===== config.mk =====
export PLATFORM = sky130hd
export DESIGN_NAME = sld_core
export DESIGN_NICKNAME = d
export VERILOG_FILES = /design/src/sld_pkg.sv /design/src/sld_fifo.sv /design/src/sld_core.sv
export SDC_FILE = /design/constraint.sdc
export NUM_CORES = 1
export LEC_CHECK = 0
export ABC_AREA = 0
export BUFFER_PORTS_ARGS = -buffer_cell sky130_fd_sc_hd__buf_2
export CAP_MARGIN = 10
export CORE_UTILIZATION = 59
export CTS_CLUSTER_DIAMETER = 50
export DETAILED_ROUTE_END_ITERATION = 10
export GPL_ROUTABILITY_DRIVEN = 0
export PLACE_DENSITY = 0.92
export REMOVE_ABC_BUFFERS = 1
export SYNTH_ARGS = -nofsm -noshare
export SYNTH_HDL_FRONTEND = slang
export SYNTH_SLANG_ARGS = --single-unit

===== constraint.sdc =====
create_clock -name sys_clk_i -period 3.7 [get_ports sys_clk_i]
set_input_delay 0.555 -clock sys_clk_i [delete_from_list [all_inputs] [get_ports sys_clk_i]]
set_output_delay 0.555 -clock sys_clk_i [all_outputs]
set_load 0.01 [all_outputs]

===== src/sld_pkg.sv =====
// Purpose: shared constants and carriers for the serial LED sink driver
// Assumes: system clock of 40 MHz, shift clock sampled from a pin
// Notes:   widths and counts are used by the core and its FIFO
package sld_pkg;

	// ----------------------------------------------------------------
	// sizes and timing
	// ----------------------------------------------------------------
	localparam int unsigned STAGES        = 16;
	localparam int unsigned FIFO_DEPTH    = 4;
	localparam int unsigned SYNC_STAGES   = 2;
	localparam int unsigned CLK_PERIOD_NS = 25;
	// least latch pulse width; rounds up to whole cycles, at least one
	localparam int unsigned LATCH_MIN_NS  = 50;
	localparam int unsigned LATCH_MIN_CYC =
		((LATCH_MIN_NS + CLK_PERIOD_NS - 1) / CLK_PERIOD_NS) < 1 ? 1 :
		((LATCH_MIN_NS + CLK_PERIOD_NS - 1) / CLK_PERIOD_NS);

	// ----------------------------------------------------------------
	// reset values
	// ----------------------------------------------------------------
	localparam logic [15:0] SHIFT_RST = 16'h0000;
	localparam logic [15:0] HOLD_RST  = 16'h0000;
	localparam logic        CASC_RST  = 1'h0;

	// control levels after the pin synchronisers
	typedef struct packed {
		logic shift_clk;
		logic serial_bit;
		logic latch;
		logic drive_enable_n;
		logic clear_n;
		logic uv_fault;
	} sld_ctrl_t;

	// one shifted sample carried through the FIFO
	typedef struct packed {
		logic serial_bit;
	} sld_beat_t;

endpackage


===== src/sld_fifo.sv =====
// Purpose: small valid/ready FIFO between the pin sampler and the shift chain
// Assumes: one clock, synchronous active-low reset
// Notes:   full and empty come from an occupancy count
`timescale 1ns/1ps
module sld_fifo #(
	parameter int unsigned WIDTH = 1,
	parameter int unsigned DEPTH = 4
) (
	// clock and reset
	input  wire logic             sys_clk_i,
	input  wire logic             rst_b_i,
	// filling side
	input  wire logic             in_valid_i,
	output logic                  in_ready_o,
	input  wire logic [WIDTH-1:0] in_data_i,
	// draining side
	output logic                  out_valid_o,
	input  wire logic             out_ready_i,
	output logic      [WIDTH-1:0] out_data_o
);
	localparam int unsigned AW = (DEPTH > 1) ? $clog2(DEPTH) : 1;

	logic [WIDTH-1:0] mem_r [DEPTH];
	logic [AW-1:0]    wr_ptr_r;
	logic [AW-1:0]    rd_ptr_r;
	logic [AW:0]      count_r;
	logic             push;
	logic             pop;

	// ----------------------------------------------------------------
	// handshakes
	// ----------------------------------------------------------------
	assign in_ready_o  = (count_r != (AW+1)'(DEPTH));
	assign out_valid_o = (count_r != '0);
	assign push        = in_valid_i && in_ready_o;
	assign pop         = out_valid_o && out_ready_i;
	assign out_data_o  = mem_r[rd_ptr_r];

	// storage; no reset needed, only valid entries are read
	always_ff @(posedge sys_clk_i) begin
		if (push) begin
			mem_r[wr_ptr_r] <= in_data_i;
		end
	end

	// pointers wrap at the depth, which need not be a power of two
	always_ff @(posedge sys_clk_i) begin
		if (!rst_b_i) begin
			wr_ptr_r <= '0;
			rd_ptr_r <= '0;
		end else begin
			if (push) begin
				wr_ptr_r <= (wr_ptr_r == AW'(DEPTH-1)) ? '0 : wr_ptr_r + 1'b1;
			end
			if (pop) begin
				rd_ptr_r <= (rd_ptr_r == AW'(DEPTH-1)) ? '0 : rd_ptr_r + 1'b1;
			end
		end
	end

	// occupancy
	always_ff @(posedge sys_clk_i) begin
		if (!rst_b_i) begin
			count_r <= '0;
		end else if (push && !pop) begin
			count_r <= count_r + 1'b1;
		end else if (pop && !push) begin
			count_r <= count_r - 1'b1;
		end
	end

endmodule


===== src/sld_core.sv =====
// Purpose: sixteen-stage serial LED sink driver with latch and cascade output
// Assumes: all control pins asynchronous to sys_clk_i, shift clock well below 20 MHz
// Notes:   pin edges found by sampling; sink outputs open-drain, oe high = sinking
`timescale 1ns/1ps
module sld_core #(
	parameter int unsigned STAGES = sld_pkg::STAGES,
	parameter int unsigned DEPTH  = sld_pkg::FIFO_DEPTH
) (
	// clock and reset
	input  wire logic              sys_clk_i,
	input  wire logic              rst_b_i,
	// serial link pins
	input  wire logic              shift_clk_i,
	input  wire logic              serial_bit_in_i,
	input  wire logic              latch_i,
	input  wire logic              drive_enable_n_i,
	input  wire logic              clear_n_i,
	// supply monitor comparator
	input  wire logic              uv_fault_i,
	// cascade output to next device
	output logic                   cascade_bit_out_o,
	// open-drain sinks; sink_out_first is bit 0, sink_out_last bit 15
	output logic [STAGES-1:0]      sink_out_o,
	output logic [STAGES-1:0]      sink_oe_o,
	// back-pressure seen by the sampler
	output logic                   fifo_full_o
);
	// ----------------------------------------------------------------
	// pin synchronisers
	// ----------------------------------------------------------------
	localparam int unsigned NPIN = $bits(sld_pkg::sld_ctrl_t);

	logic [NPIN-1:0]   meta_r;
	logic [NPIN-1:0]   sync_r;
	sld_pkg::sld_ctrl_t ctl;
	logic              sck_prev_r;
	logic              latch_prev_r;
	logic              sck_rise;
	logic              sck_fall;
	logic              latch_rise;
	logic              in_clear;

	// first flop feeds only the second one
	always_ff @(posedge sys_clk_i) begin
		if (!rst_b_i) begin
			meta_r <= '0;
			sync_r <= '0;
		end else begin
			meta_r <= {shift_clk_i, serial_bit_in_i, latch_i, drive_enable_n_i, clear_n_i, uv_fault_i};
			sync_r <= meta_r;
		end
	end

	assign ctl = sld_pkg::sld_ctrl_t'(sync_r);

	// edge history of the synchronised shift clock and latch
	always_ff @(posedge sys_clk_i) begin
		if (!rst_b_i) begin
			sck_prev_r   <= 1'h0;
			latch_prev_r <= 1'h0;
		end else begin
			sck_prev_r   <= ctl.shift_clk;
			latch_prev_r <= ctl.latch;
		end
	end

	assign sck_rise   = ctl.shift_clk && !sck_prev_r;
	assign sck_fall   = !ctl.shift_clk && sck_prev_r;
	assign latch_rise = ctl.latch && !latch_prev_r;
	assign in_clear   = !rst_b_i || !ctl.clear_n;

	// ----------------------------------------------------------------
	// sampled bits buffered ahead of the shift chain
	// ----------------------------------------------------------------
	sld_pkg::sld_beat_t beat_in;
	sld_pkg::sld_beat_t beat_out;
	logic               fifo_in_ready;
	logic               fifo_out_valid;
	logic               fifo_pop;

	assign beat_in.serial_bit = ctl.serial_bit;
	assign fifo_full_o        = !fifo_in_ready;

	sld_fifo #(
		.WIDTH ($bits(sld_pkg::sld_beat_t)),
		.DEPTH (DEPTH)
	) u_fifo (
		.sys_clk_i   (sys_clk_i),
		.rst_b_i     (rst_b_i && ctl.clear_n),
		.in_valid_i  (sck_rise),
		.in_ready_o  (fifo_in_ready),
		.in_data_i   (beat_in),
		.out_valid_o (fifo_out_valid),
		.out_ready_i (fifo_pop),
		.out_data_o  (beat_out)
	);

	// the chain drains one bit a cycle; it stalls only while clearing,
	// and edges that come during clear are dropped, since the FIFO is held in reset then
	assign fifo_pop = fifo_out_valid && !in_clear;

	// ----------------------------------------------------------------
	// shift register
	// ----------------------------------------------------------------
	logic [STAGES-1:0] shift_r;
	logic [STAGES-1:0] shift_nxt;

	always_comb begin
		shift_nxt = shift_r;
		if (fifo_pop) begin
			shift_nxt = {shift_r[STAGES-2:0], beat_out.serial_bit};
		end
	end

	always_ff @(posedge sys_clk_i) begin
		if (in_clear) begin
			shift_r <= sld_pkg::SHIFT_RST;
		end else begin
			shift_r <= shift_nxt;
		end
	end

	// ----------------------------------------------------------------
	// cascade output
	// ----------------------------------------------------------------
	logic cascade_r;

	// moving on the falling edge gives the next device a full half period
	always_ff @(posedge sys_clk_i) begin
		if (in_clear) begin
			cascade_r <= sld_pkg::CASC_RST;
		end else if (sck_fall) begin
			cascade_r <= shift_r[STAGES-1];
		end
	end

	assign cascade_bit_out_o = cascade_r;

	// ----------------------------------------------------------------
	// output latch
	// ----------------------------------------------------------------
	logic [STAGES-1:0] hold_r;
	logic [STAGES-1:0] hold_nxt;

	always_comb begin
		hold_nxt = hold_r;
		if (latch_rise || ctl.latch) begin
			hold_nxt = shift_nxt;
		end
	end

	always_ff @(posedge sys_clk_i) begin
		if (in_clear) begin
			hold_r <= sld_pkg::HOLD_RST;
		end else begin
			hold_r <= hold_nxt;
		end
	end

	// ----------------------------------------------------------------
	// sink drive
	// ----------------------------------------------------------------
	logic [STAGES-1:0] pattern;
	logic              force_off;
	logic [STAGES-1:0] oe_r;

	// stage one true, later stages inverted against the serial input
	assign pattern = {~hold_r[STAGES-1:1], hold_r[0]};

	// synchronised power-up clear is the controller's duty
	assign force_off = in_clear || ctl.drive_enable_n || ctl.uv_fault;

	always_ff @(posedge sys_clk_i) begin
		if (!rst_b_i) begin
			oe_r <= '0;
		end else begin
			oe_r <= force_off ? '0 : pattern;
		end
	end

	// open drain: the pin only ever sinks low
	assign sink_oe_o  = oe_r;
	assign sink_out_o = '0;

endmodule


==> run summary, run 1 <==
M2 GR Usage = 29.6%
RSZ-0062 raised after global routing = false
Peak VDD IR = 0.377 mV
clk sinks = 75
Nets = 282
max-slew violations = 0
Buffers on Ports = 25
RR Endpoint = u_fifo.count_r[2]$_SDFFE_PP0P_
Die ar. = 0.00477 mm2
Arr. time, crit path = 3.07 ns
Final Cycle Share = 75.7%
DR WL/cell = 12.2 um
CTS Buf Count = 9
Post-DRT Antenna Nets = 0
commonest non-fill, non-tap cell in the layout = dfxtp_1
num rows = 24
post-synth cell types = 32
Achievable Freq = 0.357 GHz
CTS root buf = clkbuf_8
YS warnings = 0
core area = 0.00432 mm2
switching share of power = 20.7%
static leakage = 1.31 nW
Finished Cell Area = 0.00289 mm2
Post-Syn Area = 0.00265 mm2
crit start category = register
Post-CTS Setup Inserts = 0
starting density of the core = 61.4%
CTS tree = yes
layout cells sized above 1 = 18.8%
crit path capture type = register
reg2reg path depth = 7
clock power share = 39.4%
routed wire length = 3.94 mm
Max Cap Viol = 0
Die Ht = 69.1 um
cell count after synthesis = 244
die extent in x = 69.1 um
Reg area = 0.00154 mm2
Area after DPL = 0.00271 mm2
Internal = 1.14 mW
hold path cells = 1
P_sw = 0.299 mW
power density cells = 498 mW/mm2
gr usage total = 18.3%
RR Startpoint = u_fifo.count_r[0]$_SDFFE_PP0P_
vias in the first global route = 1474
Skew-Pair Late Insertion Delay = 0.34 ns
flops & latches, synth = 75
grt peak-use layer = met2
Tmin final = 2.80 ns
Hold Crit Endpoint = sink_oe_o[4]$_SDFF_PP0_
Multi-input gate area = 965 um2
DP HPWL = 2.48 mm
CP max FO = 18
register area share after synthesis = 58.1%
antenna cell count = 0
DRT iter0 DRCs = 120
TritonRoute pass-1 iters = 4
number of fill cells = 331
Setup TNS = 0 ns
DRC viols = 0
number of hold buffers added after cts = 0
Min-Delay Path Class = reg -> reg
Total Power = 1.44 mW
R2R Setup Slk = 0.90 ns
Setup CP Type = reg -> reg
area grow syn2layout = 9.05%
Setup WS post-layout = 0.899 ns
via/cell ratio = 5.04
power share of the combinational group = 2.8%
Fin. Hold Viols = 0
CTS resizes = 0
Syn Area/Cell = 10.9 um2
status = complete, no violations
CTS clock-pin slew for the worst setup and hold paths = 0.07 ns
worst slack at placement = 0.896 ns
final setup fails = 0
hold path startpoint = hold_r[4]$_SDFFE_PP0P_
Slew HR = 29.5%
most frequent cells in the layout = dfxtp_1 (71), nor2_1 (26), buf_2 (25), a21oi_1 (19)
skew final = 0.00724 ns
H-tree Lvls = 3
CP Data Required Time = 3.96 ns
initial antenna violation count = 0
CTS max path bufs = 2
Worst Max-Slew Pin Slew = 1.05 ns
vias = 1633
grt ovf = 0
largest net degree at the start of global routing = 33
met3 Use GR = 5.85%
Reg power frac = 57.8%
# IOs = 42
first-pass GRT wire length = 6.65 mm
met1 GRT Util = 21.1%
## layer usage
metal / vias up / part of all wire, %
met5: - / 0
met4: 0 / 2.6
met3: 11 / 5.6
met2: 47 / 46
met1: 753 / 45
li1: 822 / -
## final cells by class
cell class	count	share of cell area, %
Tap cell	52	2.25
Inverter	4	0.519
Timing Repair Buffer	25	4.32
Multi-Input combinational cell	152	33.3
Sequential cell	75	53.3
Clock buffer	15	6.14
Clock inverter	1	0.173
## worst max-delay path by stage
| stage | startpoint | end | cells past startpoint |
|---|---|---|---|
| after floorplan | u_fifo.count_r[0]$_SDFFE_PP0P_ | u_fifo.count_r[2]$_SDFFE_PP0P_ | 7 |
| after detailed placement | u_fifo.count_r[0]$_SDFFE_PP0P_ | u_fifo.count_r[2]$_SDFFE_PP0P_ | 7 |
| after global routing | u_fifo.count_r[0]$_SDFFE_PP0P_ | u_fifo.count_r[2]$_SDFFE_PP0P_ | 7 |
| after CTS | u_fifo.count_r[0]$_SDFFE_PP0P_ | u_fifo.count_r[2]$_SDFFE_PP0P_ | 7 |
| final | u_fifo.count_r[0]$_SDFFE_PP0P_ | u_fifo.count_r[2]$_SDFFE_PP0P_ | 7 |
| after global placement | u_fifo.count_r[0]$_SDFFE_PP0P_ | u_fifo.count_r[2]$_SDFFE_PP0P_ | 7 |
## Yosys cell counts (all sizes together)
cell | number | share of area (%)
nand2b | 2 | 0.47
or4 | 1 | 0.28
a21oi | 19 | 3.6
a31oi | 1 | 0.24
dfxtp | 71 | 54
xor2 | 2 | 0.66
o21a | 2 | 0.57
or3 | 3 | 0.71
o21ai | 18 | 3.4
nor2 | 36 | 6.0
nor3b | 2 | 0.75
buf | 21 | 6.5
inv | 4 | 0.57
fa | 1 | 0.75
nor2b | 1 | 0.24
mux2i | 18 | 6.8
and2 | 18 | 4.2
conb | 1 | 0.14
edfxtp | 4 | 4.5
nor3 | 1 | 0.19
clkbuf | 7 | 0.99
mux4 | 1 | 0.85
nand2 | 3 | 0.52
o311ai | 1 | 0.61
ha | 6 | 2.8
## flip-flops by register name (all words and copies together) (netlist names), 3 cells and up, named ones only
name	flops
shift_r	16
hold_r	16
meta_r	6
sink_oe_o	16
u_fifo.count_r	3
ctl	6
u_fifo.mem_r	4
## logic make-up after synthesis
kind of cell	after synthesis	share of synthesized area, %
compound gates	41	8.39
other cells	1	0.141
buf+inv	32	8.06
simple gates	67	13.4
flops	75	58.1
xor+xnor	2	0.660
fa+ha+maj	7	3.58
mux	19	7.64
## worst max-delay path: stages (launching register included)
cell and delay (ns):
dfxtp_1 0.39, o311ai_4 0.94, ha_1 0.34, inv_1 0.06, fa_1 0.39, xor2_1 0.16, or3_1 0.30, a21oi_1 0.13
## power by group through the flow
| stage | Sequential, mW | Clock [mW] | Combinational, mW |
|---|---|---|---|
| 2_1_floorplan | 0.852 | 0 | 0.0236 |
| 3_3_place_gp | 0.851 | 0 | 0.0377 |
| 3_5_place_dp | 0.852 | 0 | 0.0395 |
| 4_1_cts | 0.833 | 0.576 | 0.0398 |
| 5_1_grt | 0.834 | 0.615 | 0.0439 |
| 6_report | 0.834 | 0.569 | 0.0397 |
## through the flow
step                utilization, %  instances  hold slack [ns]
floorplan                        -        231            0.387
finish                        66.9        324            0.410
global route                  66.9        324            0.415
CTS                           66.9        324            0.408
global placement              62.7        308            0.399
detailed placement            62.7        308            0.399
(Power assumes the default switching activity.)
==> run 2, diff against run 1 <==
--- a/config.mk
+++ b/config.mk
@@ -8,11 +8,11 @@
 export ABC_AREA = 0
 export BUFFER_PORTS_ARGS = -buffer_cell sky130_fd_sc_hd__buf_2
 export CAP_MARGIN = 10
-export CORE_UTILIZATION = 59
+export CORE_UTILIZATION = 55
 export CTS_CLUSTER_DIAMETER = 50
 export DETAILED_ROUTE_END_ITERATION = 10
 export GPL_ROUTABILITY_DRIVEN = 0
-export PLACE_DENSITY = 0.92
+export PLACE_DENSITY = 0.87
 export REMOVE_ABC_BUFFERS = 1
 export SYNTH_ARGS = -nofsm -noshare
 export SYNTH_HDL_FRONTEND = slang
==> constraint.sdc (replaced) <==
create_clock -name sys_clk_i -period 2.94 [get_ports sys_clk_i]
set_input_delay 0.441 -clock sys_clk_i [delete_from_list [all_inputs] [get_ports sys_clk_i]]
set_output_delay 0.441 -clock sys_clk_i [all_outputs]
set_load 0.01 [all_outputs]
==> run summary, run 2 (synthesis gave the netlist of run 1 again) <==
status = complete, no violations
Reg power frac = 53.4%
Post-CTS Setup Inserts = 0
hold path cells = 2
P_sw = 0.384 mW
H-tree Lvls = 3
largest net degree at the start of global routing = 33
Peak VDD IR = 0.556 mV
first-pass GRT wire length = 6.66 mm
Area after DPL = 0.00272 mm2
power share of the combinational group = 2.5%
CTS tree = yes
Setup WS post-layout = 0.676 ns
CP max FO = 6
Setup CP Type = reg -> reg
hold path startpoint = uv_fault_i
Skew-Pair Late Insertion Delay = 0.33 ns
layout cells sized above 1 = 20.1%
DRT iter0 DRCs = 56
R2R Setup Slk = 0.68 ns
Total Power = 1.96 mW
Fin. Hold Viols = 0
number of fill cells = 350
RR Startpoint = u_fifo.count_r[0]$_SDFFE_PP0P_
switching share of power = 19.6%
antenna cell count = 0
Post-Layout Cell Count = 325
CTS clock-pin slew for the worst setup and hold paths = 0.07 ns
initial antenna violation count = 0
grt ovf = 0
Multi-input gate area = 965 um2
Slew HR = 37.6%
reg2reg path depth = 8
gr usage total = 17.7%
CTS root buf = clkbuf_8
CP Data Required Time = 3.20 ns
Achievable Freq = 0.442 GHz
starting density of the core = 58.9%
Max Cap Viol = 0
Hold Crit Endpoint = meta_r[0]$_SDFF_PN0_
DP HPWL = 2.46 mm
Worst Max-Slew Pin Slew = 0.935 ns
core area = 0.00450 mm2
Reg area = 0.00154 mm2
vias = 1608
number of hold buffers added after cts = 0
Tmin final = 2.26 ns
DRC viols = 0
max-slew violations = 0
clock power share = 44.1%
crit path capture type = register
Arr. time, crit path = 2.52 ns
commonest non-fill, non-tap cell in the layout = dfxtp_1
TritonRoute pass-1 iters = 4
placed cell count = 309
Nets = 283
die extent in x = 71.5 um
Die Ht = 71.5 um
DR WL/cell = 12.3 um
Min-Delay Path Class = in -> reg
via/cell ratio = 4.95
power density cells = 667 mW/mm2
CTS Buf Count = 9
CTS max path bufs = 2
Internal = 1.58 mW
most frequent cells in the layout = dfxtp_1 (71), nor2_1 (26), buf_2 (25), a21oi_1 (19)
crit start category = register
# IOs = 42
Post-DRT Antenna Nets = 0
worst setup path start = u_fifo.count_r[0]$_SDFFE_PP0P_
clk sinks = 75
RR Endpoint = u_fifo.count_r[2]$_SDFFE_PP0P_
Buffers on Ports = 25
num rows = 24
vias in the first global route = 1498
Die ar. = 0.00511 mm2
area grow syn2layout = 11.0%
skew final = 0.00539 ns
Final Cycle Share = 77.0%
routed wire length = 3.99 mm
final setup fails = 0
static leakage = 1.34 nW
CTS resizes = 0
worst slack at placement = 0.700 ns
RSZ-0062 raised after global routing = false
Finished Cell Area = 0.00295 mm2
## run 2: worst max-delay path, stage by stage, from the launching register on
cell and delay (ns):
dfxtp_1 0.49, nor3b_2 0.13, nor2_1 0.25, ha_1 0.24, inv_1 0.06, fa_1 0.37
xor2_1 0.16, or3_1 0.33, a21oi_1 0.16
## run 2: power groups by stage
stage | sequential [mW] | combinational, mW | clock [mW]
3_5_place_dp | 1.07 | 0.0492 | 0
4_1_cts | 1.05 | 0.0496 | 0.884
5_1_grt | 1.05 | 0.0556 | 0.931
3_3_place_gp | 1.07 | 0.0476 | 0
2_1_floorplan | 1.07 | 0.0297 | 0
6_report | 1.05 | 0.0497 | 0.866
## run 2: per-layer routing
| metal | track usage, % | share of wire, % |
|---|---|---|
| met3 | 7.45 | 4.9 |
| met5 | 0 | 0 |
| met2 | 28.4 | 49 |
| met1 | 20.1 | 44 |
| met4 | 10.0 | 2.1 |
## run 2: how the worst max path moves through the flow
stage	to	slack, ns	cells past startpoint
global placement	u_fifo.count_r[2]$_SDFFE_PP0P_	0.84	8
CTS	u_fifo.count_r[2]$_SDFFE_PP0P_	0.68	8
floorplan	u_fifo.count_r[2]$_SDFFE_PP0P_	-0.005	7
finish	u_fifo.count_r[2]$_SDFFE_PP0P_	0.68	8
detailed placement	u_fifo.count_r[2]$_SDFFE_PP0P_	0.70	8
global route	u_fifo.count_r[2]$_SDFFE_PP0P_	0.51	8
## run 2: layout make-up
| type | instances | area share [%] |
|---|---|---|
| inverter | 4 | 0.510 |
| timing repair buffer | 26 | 4.50 |
| clock inverter | 4 | 2.42 |
| tap | 52 | 2.21 |
| multi-input combinational | 152 | 32.8 |
| clock buffer | 12 | 5.27 |
| sequential | 75 | 52.3 |
## run 2: through the flow
step | setup TNS [ns] | utilization, % | hold slack (ns)
3_5_place_dp | 0 | 60.4 | 0.396
5_1_grt | 0 | 65.4 | 0.291
3_3_place_gp | 0 | 60.4 | 0.398
2_1_floorplan | -0.00501 | - | 0.387
4_1_cts | 0 | 65.4 | 0.294
6_report | 0 | 65.4 | 0.306
